$ cat config.mk
export PLATFORM = sky130hd
export DESIGN_NAME = reset_sequencer
export DESIGN_NICKNAME = d
export VERILOG_FILES = /design/src/reset_seq_pkg.sv /design/src/reset_sequencer.sv
export SDC_FILE = /design/constraint.sdc
export NUM_CORES = 1
export LEC_CHECK = 0
export ABC_AREA = 0
export BUFFER_PORTS_ARGS = -buffer_cell sky130_fd_sc_hd__buf_2
export CORE_AREA = 2 2 112 114
export CTS_CLUSTER_SIZE = 20
export DETAILED_ROUTE_END_ITERATION = 10
export DIE_AREA = 0 0 114 116
export HOLD_SLACK_MARGIN = 0.06
export PLACE_DENSITY = 0.54
export REMOVE_ABC_BUFFERS = 1
export SYNTH_ARGS = -nofsm -noshare
export SYNTH_HDL_FRONTEND = slang
export SYNTH_SLANG_ARGS = --single-unit
$ cat constraint.sdc
create_clock -name i_core_clk -period 2.95 [get_ports i_core_clk]
set_input_delay 0.59 -clock i_core_clk [delete_from_list [all_inputs] [get_ports i_core_clk]]
set_output_delay 0.59 -clock i_core_clk [all_outputs]
set_load 0.005 [all_outputs]
$ cat src/reset_seq_pkg.sv
package reset_seq_pkg;

  // core clock rate
  localparam int CLK_MHZ = 200;

  // start-up timer lengths
  localparam int POWERUP_TIMER_W          = 11;
  localparam int POWERUP_TIMER_TICKS      = 2048;
  localparam int OST_CYCLES      = 1024;
  localparam int PLL_LOCK_MS     = 2;
  localparam int PLL_LOCK_CYCLES = PLL_LOCK_MS * 1000 * 1000 * CLK_MHZ / 1000;

  // least times, rounded up to whole core cycles
  localparam int EXT_FILTER_NS     = 50;
  localparam int EXT_FILTER_CYCLES = (EXT_FILTER_NS * CLK_MHZ + 999) / 1000;
  localparam int BOR_MIN_NS        = 200;
  localparam int BOR_MIN_CYCLES    = (BOR_MIN_NS * CLK_MHZ + 999) / 1000;

  localparam int FILT_W = 8;
  localparam int CNT_W  = 20;

  // brown-out mode field encodings
  localparam logic [1:0] BOR_MODE_OFF   = 2'h0;
  localparam logic [1:0] BOR_MODE_SW    = 2'h1;
  localparam logic [1:0] BOR_MODE_NOSLP = 2'h2;
  localparam logic [1:0] BOR_MODE_ON    = 2'h3;

  // reset values of status bits
  localparam logic SW_BOR_EN_POR = 1'b1;
  localparam logic FLAG_CLEARED  = 1'b0;
  localparam logic FLAG_SET      = 1'b1;

  typedef enum logic [2:0] {
    OSC_RC     = 3'h0,
    OSC_EC     = 3'h1,
    OSC_INTIO  = 3'h2,
    OSC_LP     = 3'h3,
    OSC_XT     = 3'h4,
    OSC_HS     = 3'h5,
    OSC_HIGH_SPEED_PLL_MODE  = 3'h6
  } osc_mode_t;

  typedef enum logic [2:0] {
    ST_HOLD = 3'h0,
    ST_POWERUP_TIMER = 3'h1,
    ST_OST  = 3'h2,
    ST_PLL  = 3'h3,
    ST_RUN  = 3'h4
  } seq_state_t;

  // configuration bits, static while running
  typedef struct packed {
    logic       ext_reset_pin_enable;
    logic [1:0] brownout_mode_sel;
    logic [1:0] brownout_level_sel;
    logic       powerup_timer_off;
    osc_mode_t  osc_mode;
  } cfg_t;

  // reset control register bits seen by software
  typedef struct packed {
    logic sw_brownout_enable;
    logic por_flag_n;
    logic brownout_flag_n;
  } status_t;

endpackage : reset_seq_pkg

$ cat src/reset_sequencer.sv
`timescale 1ns/100ps
// Function
// - reset held while enabled pin low
// - reset pin never driven by device
// - disabled pin becomes plain digital input
// - power-on flag cleared by POR only
// - enabled brown-out resets after minimum duration
// - brown-out reset holds while supply low
// - brown-out during power-up timer restarts it
// - brown-out and power-up timer independent
// - software enable gates mode 01 only
// - threshold only from configuration field
// - brown-out flag cleared on BOR/POR
// - mode 10 disables detection in sleep
// - modes 00/11 fixed, software cannot change
// - power-up timer counts 2048 RC ticks
// - power-up timer active when off-bit clear
// - oscillator start-up adds 1024 oscillator cycles
// - start-up count only crystal modes, POR/BOR/wake
// - PLL mode adds 2 ms lock time
// - timer starts after POR pulse clears
// - RC without timer releases immediately
module reset_sequencer #(
  parameter int PLL_LOCK_CYCLES = reset_seq_pkg::PLL_LOCK_CYCLES
) (
  input  wire logic                 i_core_clk,
  input  wire logic                 i_reset,
  input  wire logic                 i_clk_en,
  input  wire reset_seq_pkg::cfg_t  i_cfg,
  input  wire logic                 i_ext_reset_pin_n,
  input  wire logic                 i_por_pulse,
  input  wire logic                 i_brownout_below,
  input  wire logic                 i_internal_rc_clock,
  input  wire logic                 i_osc_input_pin,
  input  wire logic                 i_sleep,
  input  wire logic                 i_pm_exit,
  input  wire logic                 i_sw_brownout_wr,
  input  wire logic                 i_sw_brownout_wdata,
  input  wire logic                 i_por_flag_wr_one,
  input  wire logic                 i_brownout_flag_wr_one,
  output logic                      o_core_reset,
  output logic                      o_startup_busy,
  output logic                      o_ext_reset_pin_out,
  output logic                      o_ext_reset_pin_oe,
  output logic                      o_ext_pin_data,
  output logic [1:0]                o_brownout_level_sel,
  output logic                      o_brownout_detect_en,
  output reset_seq_pkg::status_t    o_status,
  output reset_seq_pkg::seq_state_t o_seq_state
);
  import reset_seq_pkg::*;
  // refuse timer lengths the shared counter cannot hold
  if (PLL_LOCK_CYCLES < 1 || PLL_LOCK_CYCLES >= (1 << CNT_W) ||
      POWERUP_TIMER_TICKS != (1 << POWERUP_TIMER_W) || POWERUP_TIMER_W >= CNT_W) begin : g_bad_param
    $error("start-up timer length out of range for counter width");
  end
  localparam logic [CNT_W-1:0]  POWERUP_TIMER_LAST = CNT_W'(POWERUP_TIMER_TICKS - 1);
  localparam logic [CNT_W-1:0]  OST_LAST  = CNT_W'(OST_CYCLES - 1);
  localparam logic [CNT_W-1:0]  PLL_LAST  = CNT_W'(PLL_LOCK_CYCLES - 1);
  localparam logic [FILT_W-1:0] FILT_LAST = FILT_W'(EXT_FILTER_CYCLES - 1);
  localparam logic [FILT_W-1:0] BOR_LAST  = FILT_W'(BOR_MIN_CYCLES - 1);
  function automatic logic needs_ost(input osc_mode_t mode);
    needs_ost = (mode == OSC_LP) || (mode == OSC_XT) || (mode == OSC_HS) ||
                (mode == OSC_HIGH_SPEED_PLL_MODE);
  endfunction : needs_ost
  // two-stage synchronisers for asynchronous inputs
  // reset to pin released, por asserted: no start before the pulse is seen
  localparam int               NSYNC     = 5;
  localparam logic [NSYNC-1:0] SYNC_IDLE = 5'h18;
  logic [NSYNC-1:0] async_in;
  logic [NSYNC-1:0] sync1_reg;
  logic [NSYNC-1:0] sync2_reg;
  assign async_in = {i_ext_reset_pin_n, i_por_pulse, i_brownout_below,
                     i_internal_rc_clock, i_osc_input_pin};
  for (genvar g = 0; g < NSYNC; g++) begin : g_sync
    always_ff @(posedge i_core_clk) begin
      if (i_reset) begin
        sync1_reg[g] <= SYNC_IDLE[g];
        sync2_reg[g] <= SYNC_IDLE[g];
      end else if (i_clk_en) begin
        sync1_reg[g] <= async_in[g];
        sync2_reg[g] <= sync1_reg[g];
      end
    end
  end
  logic pin_s, por_s, bor_low_s, rc_s, osc_s;
  assign {pin_s, por_s, bor_low_s, rc_s, osc_s} = sync2_reg;
  // edge detect of the slow clocks, after synchronisation
  logic rc_d_reg;
  logic osc_d_reg;
  logic rc_tick;
  logic osc_tick;
  always_ff @(posedge i_core_clk) begin
    if (i_reset) begin
      rc_d_reg  <= 1'b0;
      osc_d_reg <= 1'b0;
    end else if (i_clk_en) begin
      rc_d_reg  <= rc_s;
      osc_d_reg <= osc_s;
    end
  end
  assign rc_tick  = rc_s & ~rc_d_reg;
  assign osc_tick = osc_s & ~osc_d_reg;
  // pin level only accepted after it stays put for the filter time
  // glitch filter
  logic              pin_filt_reg;
  logic [FILT_W-1:0] filt_cnt_reg;
  always_ff @(posedge i_core_clk) begin
    if (i_reset) begin
      pin_filt_reg <= 1'b1;
      filt_cnt_reg <= '0;
    end else if (i_clk_en) begin
      if (pin_s == pin_filt_reg) begin
        filt_cnt_reg <= '0;
      end else if (filt_cnt_reg == FILT_LAST) begin
        pin_filt_reg <= pin_s;
        filt_cnt_reg <= '0;
      end else begin
        filt_cnt_reg <= filt_cnt_reg + 1'b1;
      end
    end
  end
  logic ext_active;
  assign ext_active = i_cfg.ext_reset_pin_enable & ~pin_filt_reg;
  // software brown-out enable, meaningful only in mode 01
  logic sw_bor_en_reg;
  logic mode_sw;
  assign mode_sw = (i_cfg.brownout_mode_sel == BOR_MODE_SW);
  always_ff @(posedge i_core_clk) begin
    if (i_reset) begin
      sw_bor_en_reg <= SW_BOR_EN_POR;
    end else if (i_clk_en) begin
      if (por_s) begin
        sw_bor_en_reg <= SW_BOR_EN_POR;
      end else if (i_sw_brownout_wr && mode_sw) begin
        sw_bor_en_reg <= i_sw_brownout_wdata;
      end
    end
  end
  logic bor_en;
  always_comb begin
    case (i_cfg.brownout_mode_sel)
      BOR_MODE_OFF:   bor_en = 1'b0;
      BOR_MODE_SW:    bor_en = sw_bor_en_reg;
      BOR_MODE_NOSLP: bor_en = ~i_sleep;
      BOR_MODE_ON:    bor_en = 1'b1;
      default:        bor_en = 1'b0;
    endcase
  end
  // held until supply back above threshold
  logic              bor_active_reg;
  logic [FILT_W-1:0] bor_cnt_reg;
  always_ff @(posedge i_core_clk) begin
    if (i_reset) begin
      bor_active_reg <= 1'b0;
      bor_cnt_reg    <= '0;
    end else if (i_clk_en) begin
      if (!bor_en || !bor_low_s) begin
        bor_active_reg <= 1'b0;
        bor_cnt_reg    <= '0;
      end else if (!bor_active_reg) begin
        if (bor_cnt_reg == BOR_LAST) begin
          bor_active_reg <= 1'b1;
        end else begin
          bor_cnt_reg <= bor_cnt_reg + 1'b1;
        end
      end
    end
  end
  logic src_active;
  assign src_active = por_s | bor_active_reg;
  // start-up sequencer; one counter shared by all three timers
  seq_state_t       state_reg;
  seq_state_t       state_next;
  logic [CNT_W-1:0] cnt_reg;
  logic             from_reset_reg;
  logic             pll_mode;
  assign pll_mode = (i_cfg.osc_mode == OSC_HIGH_SPEED_PLL_MODE);
  always_comb begin
    state_next = state_reg;
    case (state_reg)
      // wait for POR pulse and brown-out reset to clear
      ST_HOLD: begin
        if (!src_active) begin
          if (!i_cfg.powerup_timer_off) begin
            state_next = ST_POWERUP_TIMER;
          end else if (needs_ost(i_cfg.osc_mode)) begin
            state_next = ST_OST;
          end else begin
            state_next = ST_RUN;
          end
        end
      end
      ST_POWERUP_TIMER: begin
        if (src_active) begin
          state_next = ST_HOLD;
        end else if (rc_tick && cnt_reg == POWERUP_TIMER_LAST) begin
          state_next = needs_ost(i_cfg.osc_mode) ? ST_OST : ST_RUN;
        end
      end
      ST_OST: begin
        if (src_active && from_reset_reg) begin
          state_next = ST_HOLD;
        end else if (osc_tick && cnt_reg == OST_LAST) begin
          state_next = pll_mode ? ST_PLL : ST_RUN;
        end
      end
      ST_PLL: begin
        if (src_active && from_reset_reg) begin
          state_next = ST_HOLD;
        end else if (cnt_reg == PLL_LAST) begin
          state_next = ST_RUN;
        end
      end
      ST_RUN: begin
        if (src_active) begin
          state_next = ST_HOLD;
        end else if (i_pm_exit && needs_ost(i_cfg.osc_mode)) begin
          state_next = ST_OST;
        end
      end
      default: state_next = ST_HOLD;
    endcase
  end
  always_ff @(posedge i_core_clk) begin
    if (i_reset) begin
      state_reg <= ST_HOLD;
    end else if (i_clk_en) begin
      state_reg <= state_next;
    end
  end
  // counter restarts on every state change
  always_ff @(posedge i_core_clk) begin
    if (i_reset) begin
      cnt_reg <= '0;
    end else if (i_clk_en) begin
      if (state_next != state_reg) begin
        cnt_reg <= '0;
      end else if ((state_reg == ST_POWERUP_TIMER && rc_tick) ||
                   (state_reg == ST_OST && osc_tick) ||
                   (state_reg == ST_PLL)) begin
        cnt_reg <= cnt_reg + 1'b1;
      end
    end
  end
  // wake-up start-up waits stall the clock but are not a reset
  always_ff @(posedge i_core_clk) begin
    if (i_reset) begin
      from_reset_reg <= 1'b1;
    end else if (i_clk_en) begin
      if (state_reg == ST_HOLD) begin
        from_reset_reg <= 1'b1;
      end else if (state_reg == ST_RUN && state_next == ST_OST) begin
        from_reset_reg <= 1'b0;
      end
    end
  end
  // status flags; hardware clear wins over software set
  logic por_flag_n_reg;
  logic bor_flag_n_reg;
  always_ff @(posedge i_core_clk) begin
    if (i_reset) begin
      por_flag_n_reg <= FLAG_CLEARED;
    end else if (i_clk_en) begin
      // only POR clears, only software sets
      if (por_s) begin
        por_flag_n_reg <= FLAG_CLEARED;
      end else if (i_por_flag_wr_one) begin
        por_flag_n_reg <= FLAG_SET;
      end
    end
  end
  always_ff @(posedge i_core_clk) begin
    if (i_reset) begin
      bor_flag_n_reg <= FLAG_CLEARED;
    end else if (i_clk_en) begin
      if (por_s || (bor_en && bor_active_reg)) begin
        bor_flag_n_reg <= FLAG_CLEARED;
      end else if (i_brownout_flag_wr_one) begin
        bor_flag_n_reg <= FLAG_SET;
      end
    end
  end
  // registered outputs
  always_ff @(posedge i_core_clk) begin
    if (i_reset) begin
      o_core_reset         <= 1'b1;
      o_startup_busy       <= 1'b1;
      o_ext_pin_data       <= 1'b0;
      o_brownout_level_sel <= '0;
      o_brownout_detect_en <= 1'b0;
      o_status             <= '0;
      o_seq_state          <= ST_HOLD;
    end else if (i_clk_en) begin
      // released only when all sources and timers done
      // wake from run only stalls the clock, no reset pulse on the way in
      o_core_reset <= ext_active | src_active |
                      ((state_next != ST_RUN) & (state_reg != ST_RUN) & from_reset_reg);
      o_startup_busy <= (state_next != ST_RUN);
      o_ext_pin_data <= i_cfg.ext_reset_pin_enable ? 1'b0 : pin_s;
      o_brownout_level_sel <= i_cfg.brownout_level_sel;
      o_brownout_detect_en <= bor_en;
      o_status.sw_brownout_enable <= mode_sw & sw_bor_en_reg;
      o_status.por_flag_n         <= por_flag_n_reg;
      o_status.brownout_flag_n    <= bor_flag_n_reg;
      o_seq_state                 <= state_next;
    end
  end
  always_ff @(posedge i_core_clk) begin
    o_ext_reset_pin_out <= 1'b0;
    o_ext_reset_pin_oe  <= 1'b0;
  end
endmodule : reset_sequencer

==> results.md, run 1 <==
- FFs w/ async S/R, synth: 0%
- CTS Root Cell: clkbuf_16
- Combinational share of power: approximately 8%
- Die width: 114 um
- Total congestion overflow: 0
- DRC: 0
- First-pass GRT wire length: 15.5 mm
- Sequential-to-total area share from yosys stat: around 39%
- Antenna Nets Post-Route: 0
- Fmax: 353 MHz
- Largest net degree at the start of global routing: 29
- Gpl congestion: 0.942
- Top FF cell, synth: dfxtp_1
- Crit path launch type: flip-flop
- Post-DP HPWL: around 6.6 mm
- Rel. slew slack: a little under 60%
- Slew Limit Fails: 0
- Count of flip-flops with a built-in enable after synthesis: 0
- Max IR drop VDD: 0.000341 V
- Delay of the slowest critical-path stage: about 0.56 ns
- N_diodes: 0
- Vias in the first global route: 3146
- Max-Cap Viols: 0
- P_sw: 0.000495 W
- Filler cell count in the final layout: 1245
- Die area: 13200 um^2
- Setup CP Type: flip-flop to flip-flop
- Top cells by area, synth: dfxtp_1 (39%), mux2i_1 (6.4%), nor2_1 (6.2%), nand2_1 (4.9%), a21oi_1 (4.1%)
- Yosys top cell by area: dfxtp_1
- Post-layout min period: 2.83 ns
- I/O Buffers: 34
- Storage element area: 1320 um^2
- Layout cell share with drive strength beyond 1: 18.8%
- Worst EP arrival: 3.09 ns
- Crit path cell chain: or4_1 -> nor4b_2 -> and2_1 -> o2111ai_2 -> or3_4 -> a2111oi_4 -> buf_6 -> o21ai_0 -> a31oi_1
- Clock slew at reported path FFs: ~0.060 ns
- Skew final: 0.00648 ns
- # setup viols final: 0
- WP buf/inv: 1
- Non-Filler Instances: approximately 630
- Count leader, synth: dfxtp_1
- Slowest-stage cell, CP: or4_1
- Worst-path fanout max: 11
- Mapped Cells: between 400 and 500
- Starting DRT DRC Count: 266
- WL/cell: 14.8 um
- HP Class: flip-flop to flip-flop
- Row cnt: 40
- Total clock sinks: 66
- Yosys reg bits: 66
- WL final: 9.35 mm
- Sw frac: 24.5%
- Area of the multi-input gates: between 1500 and 2000 um^2
- Status: finished clean
- CTS max path bufs: 2
- Post-synth top area share: 38.6%
- Synth unique cells: 64
- Dpl cell area: between 3000 and 4000 um^2
- Final hold viol count: 0
- CP endpoint kind: flip-flop
- Max reg flops: 20
- Post-synth top cells: dfxtp_1 (66), nor2_1 (57), nand2_1 (45)
- CORE AREA: 11900 um^2
- I/O Pins: 37
- Die extent in y: 116 um
- CTS tree: done
- Inserted Clock Buffers: 9
- Post-Syn Area: around 3400 um^2
- GR Util All Layers: 14.8%
- Overall power: 0.00202 W
- Sequential Power Share: 45.6%
- Initial antenna violation count: 0
- Max H-tree Level: 3
- Worst-margin pin slew: 0.605 ns
- P&R area growth vs syn: 22.7%
- Final Core Density: 35.3%
- Clock share of power: 46.4%
- Int Power: 0.00153 W
- Yosys warnings: 0
- First drt pass iteration count: 5
- Pwr Density: 480 nW/um^2
- Lkg Pwr: 1.65 nW
- Req. time, crit path: 3.21 ns
- Setup TNS: 0 ns
- Initial Utilization: 28.8%
- Vias: 3347
- Post-route cell area: 4210 um^2
- Syn avg cell area: 8.10 um^2
- Final period util: 96.0%
- Clk Latency, worst-skew pair: 0.34 ns
- Vias per cell: about 5.3
- # placed instances: 617
- Delay-heaviest family, CP: simple AND/OR/NAND/NOR gates
- Final net count: 509
[metrics by stage]
stage	hold WS [ns]	worst slack (ns)
2_1_floorplan	0.441	0.0344
3_3_place_gp	0.445	0.131
3_5_place_dp	0.456	0.0663
4_1_cts	0.463	0.0269
5_1_grt	0.481	-0.00849
6_report	0.451	0.117
[layer usage]
| layer | GRT usage, % | up-vias | share of wire [%] |
|---|---|---|---|
| li1 | - | 1649 | - |
| met1 | 19.0 | 1564 | 47 |
| met2 | 23.6 | 115 | 45 |
| met3 | 2.51 | 19 | 5.3 |
| met4 | 8.70 | 0 | 2.6 |
| met5 | 0 | - | 0 |
[cell type report]
class	count	area share, %
Tap cell	147	4.37
Timing Repair Buffer	67	10.0
Multi-Input combinational cell	326	47.2
Clock buffer	10	5.44
Clock inverter	3	0.476
Inverter	12	1.07
Sequential cell	66	31.4
[layout by cell type, fill, tap and decap left out, drive strengths merged, types with 6 or more instances in the layout]
cell type,n
clkbuf,10
o21ai,30
a21oi,28
inv,11
mux2i,22
nor3,9
nor4,9
nor2b,7
nand2,46
nor3b,7
and3,6
a22oi,7
nor2,57
nand4,10
buf,67
nand3,18
dfxtp,66
[worst reg2reg max path, stage by stage (launching register included)]
cell       delay, ns
dfxtp_1         0.31
or4_1           0.56
nor4b_2         0.31
and2_1          0.19
o2111ai_2       0.13
or3_4           0.39
a2111oi_4       0.37
buf_6           0.19
o21ai_0         0.11
a31oi_1         0.18
[cells by family after synthesis]
| family | count (synthesis) | share of synthesized area, % |
|---|---|---|
| other | 1 | 0.109 |
| multiplexers | 23 | 6.75 |
| buffers and inverters | 32 | 3.98 |
| AO/OA/AOI/OAI | 98 | 18.7 |
| adder cells (fa/ha/maj) | 4 | 1.46 |
| AND/OR/NAND/NOR | 189 | 27.9 |
| flip-flops | 66 | 38.6 |
| XOR/XNOR | 10 | 2.56 |
[power by group through the flow]
stage | Clock, W | Combinational (W) | Sequential [W]
2_1_floorplan | 0 | 0.0000785 | 0.000938
3_3_place_gp | 0 | 0.000157 | 0.000939
3_5_place_dp | 0 | 0.000159 | 0.000940
4_1_cts | 0.000951 | 0.000160 | 0.000921
5_1_grt | 0.000999 | 0.000179 | 0.000923
6_report | 0.000938 | 0.000161 | 0.000921
[worst paths after layout]
path                                startpoint        endpoint  slack [ns]  cells after the start
worst max-delay path               cnt_reg[11]     cnt_reg[13]        0.12                      9
worst min-delay path            o_startup_busy  o_startup_busy        0.45                      2
worst max register to register     cnt_reg[11]     cnt_reg[13]        0.12                      9
worst min register to register  o_startup_busy  o_startup_busy        0.45                      2
[repair_timing]
action / CTS / global route
setup endpoints to repair: 0 / 17
hold buffers: 0 / 0
setup buffers: 0 / 1
resized for setup: 0 / 3
Power figures use the tool's default switching activity.
==> run 2, diff against run 1 <==
Settings changed: ABC_AREA 0 to 1, CORE_AREA 2 2 112 114 to 2 2 118 120, DIE_AREA 0 0 114 116 to 0 0 120 122.
Clock period 2.95 ns to 2.6 ns, I/O delays scaled along.
==> run 2 against run 1 <==
Compared with the run above: flip-flop and latch count unchanged; core utilization shrank 2.5 points; synthesized cell count up 36%; die area is 11% higher; non-clock buffer count shrank 25; critical path depth up 4; highest routed layer unchanged.
==> results.md, run 2 <==
- Top FF cell, synth: dfxtp_1
- Die extent in y: 122 um (+5.2%)
- Commonest non-fill, non-tap cell in the layout: nand2_1
- # setup viols final: 0 (unchanged)
- CORE AREA: 13500 um^2 (+13%)
- Vias in the first global route: 3515 (+12%)
- Final period util: 92.3% (-3.7 points)
- CTS max path bufs: 2 (unchanged)
- First drt pass iteration count: 4 (-1)
- First-pass GRT wire length: 15.8 mm (+1.9%)
- Final hold viol count: 0 (unchanged)
- Met2 Routed Length: 4.42 mm (+4.8%)
- Max-Cap Viols: 0 (unchanged)
- Worst slack, placed: 0.135 ns (+0.0683 ns)
- Pwr Density: 623 nW/um^2 (+30%)
- FFs w/ async S/R, synth: 0% (unchanged)
- Max H-tree Level: 3 (unchanged)
- GR Util All Layers: 13.4% (-1.4 points)
- WL/cell: 11.7 um (-21%)
- Post-synth top area share: 34.7% (-3.8 points)
- Layout cell share with drive strength beyond 1: 15.0% (-3.8 points)
- DR top layer: met4
- RSZ-0062 raised after global routing: true
- Rel. slew slack: 66.3% (+6.6 points)
- Sequential-to-total area share from yosys stat: 34.7% (-3.8 points)
- Total clock sinks: 66 (unchanged)
- Slew Limit Fails: 0 (unchanged)
- CTS tree: done
- Overall power: 0.00276 W (+37%)
- Worst-path fanout max: 22 (+11)
- Final net count: 634 (+25%)
- P&R area growth vs syn: 16.6%
- N_diodes: 0 (unchanged)
- Vias per cell: 4.65 (-12%)
- Inserted Clock Buffers: 9 (unchanged)
- Antenna Nets Post-Route: 0 (unchanged)
- Die area: 14600 um^2 (+11%)
- Clk Latency, worst-skew pair: 0.33 ns (about the same)
- Max reg flops: 20 (unchanged)
- Filler cell count in the final layout: 1470 (+18%)
- Clock slew at reported path FFs: 0.06 ns (about the same)
- Yosys top cell by area: dfxtp_1
- Most frequent cells in the layout: nand2_1 (130), nor2_1 (97), dfxtp_1 (66)
- HP Class: input pin to flip-flop
- Yosys warnings: 0 (unchanged)
- Dpl cell area: 4150 um^2 (+5.4%)
- Skew final: 0.00691 ns (+0.000432 ns)
- Fmax: 417 MHz (+18%)
- Crit path launch type: flip-flop
- I/O Pins: 37 (unchanged)
- Initial antenna violation count: 0 (unchanged)
- Metal3 WL: 352 um (-28%)
- Gpl congestion: 0.909 (-3.4%)
- Initial Utilization: 28.2% (-0.60 points)
- WL final: 9.26 mm (-1.0%)
- Count leader, synth: nand2_1
- Final Core Density: 32.8% (-2.5 points)
- DRC: 0 (unchanged)
- Largest net degree at the start of global routing: 52 (+79%)
- Max IR drop VDD: 0.000521 V (+52%)
- Post-layout min period: 2.40 ns (-0.433 ns)
- CTS Root Cell: clkbuf_16
- Syn avg cell area: 6.63 um^2 (-18%)
- Status: finished clean
- Mapped Cells: 574 (+36%)
- Post-route cell area: 4440 um^2 (+5.5%)
- M1 WL: 4.38 mm (-0.39%)
- I/O Buffers: 34 (unchanged)
- Total congestion overflow: 0 (unchanged)
- Top cells by area, synth: dfxtp_1 (35%), nand2_1 (13%), nor2_1 (9.6%), inv_1 (5.8%), nand3_1 (4.3%)
- Vias: 3681 (+10%)
- Req. time, crit path: 2.82 ns (-0.39 ns)
- Yosys reg bits: 66 (unchanged)
- CP endpoint kind: flip-flop
- Count of flip-flops with a built-in enable after synthesis: 0 (unchanged)
- Row cnt: 43 (+7.5%)
- Worst EP arrival: 2.62 ns (-0.47 ns)
- Post-DP HPWL: 6.68 mm (+0.67%)
- Starting DRT DRC Count: 175 (-34%)
- Lkg Pwr: 2.01 nW (+22%)
- Setup Fix Bufs, Post-CTS: 0 (unchanged)
- Post-synth top cells: nand2_1 (130), nor2_1 (97), dfxtp_1 (66)
- Hold Slack: 0.408 ns (-0.0433 ns)
- Setup CP Type: flip-flop to flip-flop
- Die width: 120 um (+5.3%)
- Worst-margin pin slew: 0.506 ns (-0.0990 ns)
- Worst setup margin: 0.200 ns (+0.0834 ns)
- Post-Syn Area: 3800 um^2 (+11%)
- Synth unique cells: 43 (-33%)
run 2: cell types whose count changed in the layout (fill, tap and decap cells not counted), sizes merged, moves of 7 or more:
cell / change
a22oi: -7
buf: -25
inv: +55
mux2i: -22
nand2: +94
nand3: +21
nand4: +9
nor2: +45
nor3: +7
xor2: +12
run 2: critical path: stages (launching register included):
cell and delay, ns:
dfxtp_1 0.38, ha_1 0.24, nand3_4 0.15, nor3_4 0.19, nand3_1 0.11, nand2_1 0.12
o21a_2 0.17, nand3_1 0.11, nand2_4 0.17, nand4_4 0.20, nand2_4 0.25, nand2_1 0.08
nand2_1 0.06, nor2_1 0.04
run 2: path summary, 6_finish.rpt:
kind / from / slack [ns] / endpoint / cells past startpoint
worst max-delay path: cnt_reg[0] / 0.20 / cnt_reg[15] / 13
worst min-delay path: i_brownout_below / 0.41 / sync1_reg[2] / 3
worst max register to register: cnt_reg[0] / 0.20 / cnt_reg[15] / 13
worst min register to register: osc_d_reg / 0.45 / osc_d_reg / 2
run 2: metal layers:
layer	vias up	global-route usage (%)
met3	12	4.40
met1	1699	16.3
met2	57	22.2
met4	0	4.63
met5	-	0
li1	1913	-
run 2: final cells by class:
class	count	area (um^2)	share of cell area, %
timing repair buffer	42	230	5.19
tap	180	225	5.08
sequential	66	1320	29.8
clock buffer	12	256	5.78
clock inverter	4	26.3	0.592
multi-input combinational	422	2130	48.0
inverter	66	248	5.59
run 2: logic make-up after synthesis:
logic type	count (synthesis)	share of synthesized area [%]
flops	66	34.7
fa+ha+maj	4	1.32
xor+xnor	19	4.37
compound gates	71	10.5
buf+inv	87	9.60
other cells	1	0.0986
simple gates	326	39.4
run 2: per-stage QoR:
stage | setup TNS, ns | instances
2_1_floorplan | 0 | 554
3_3_place_gp | 0 | 776
3_5_place_dp | 0 | 776
4_1_cts | 0 | 792
5_1_grt | -0.0865 | 792
6_report | 0 | 792
run 2: power by group:
part           leakage (nW)  total [W]  internal (W)  switching (W)
registers             0.541    0.00115       0.00108      0.0000736
clock network         0.139    0.00116      0.000696       0.000462
logic                  1.33   0.000455      0.000163       0.000291
total                  2.01    0.00276       0.00194       0.000827
run 2: timing repair:
| action | in CTS | in global routing |
|---|---|---|
| endpoints found under the setup margin | 0 | 10 |
| hold buffers | 0 | 0 |
| resized for setup | 0 | 1 |
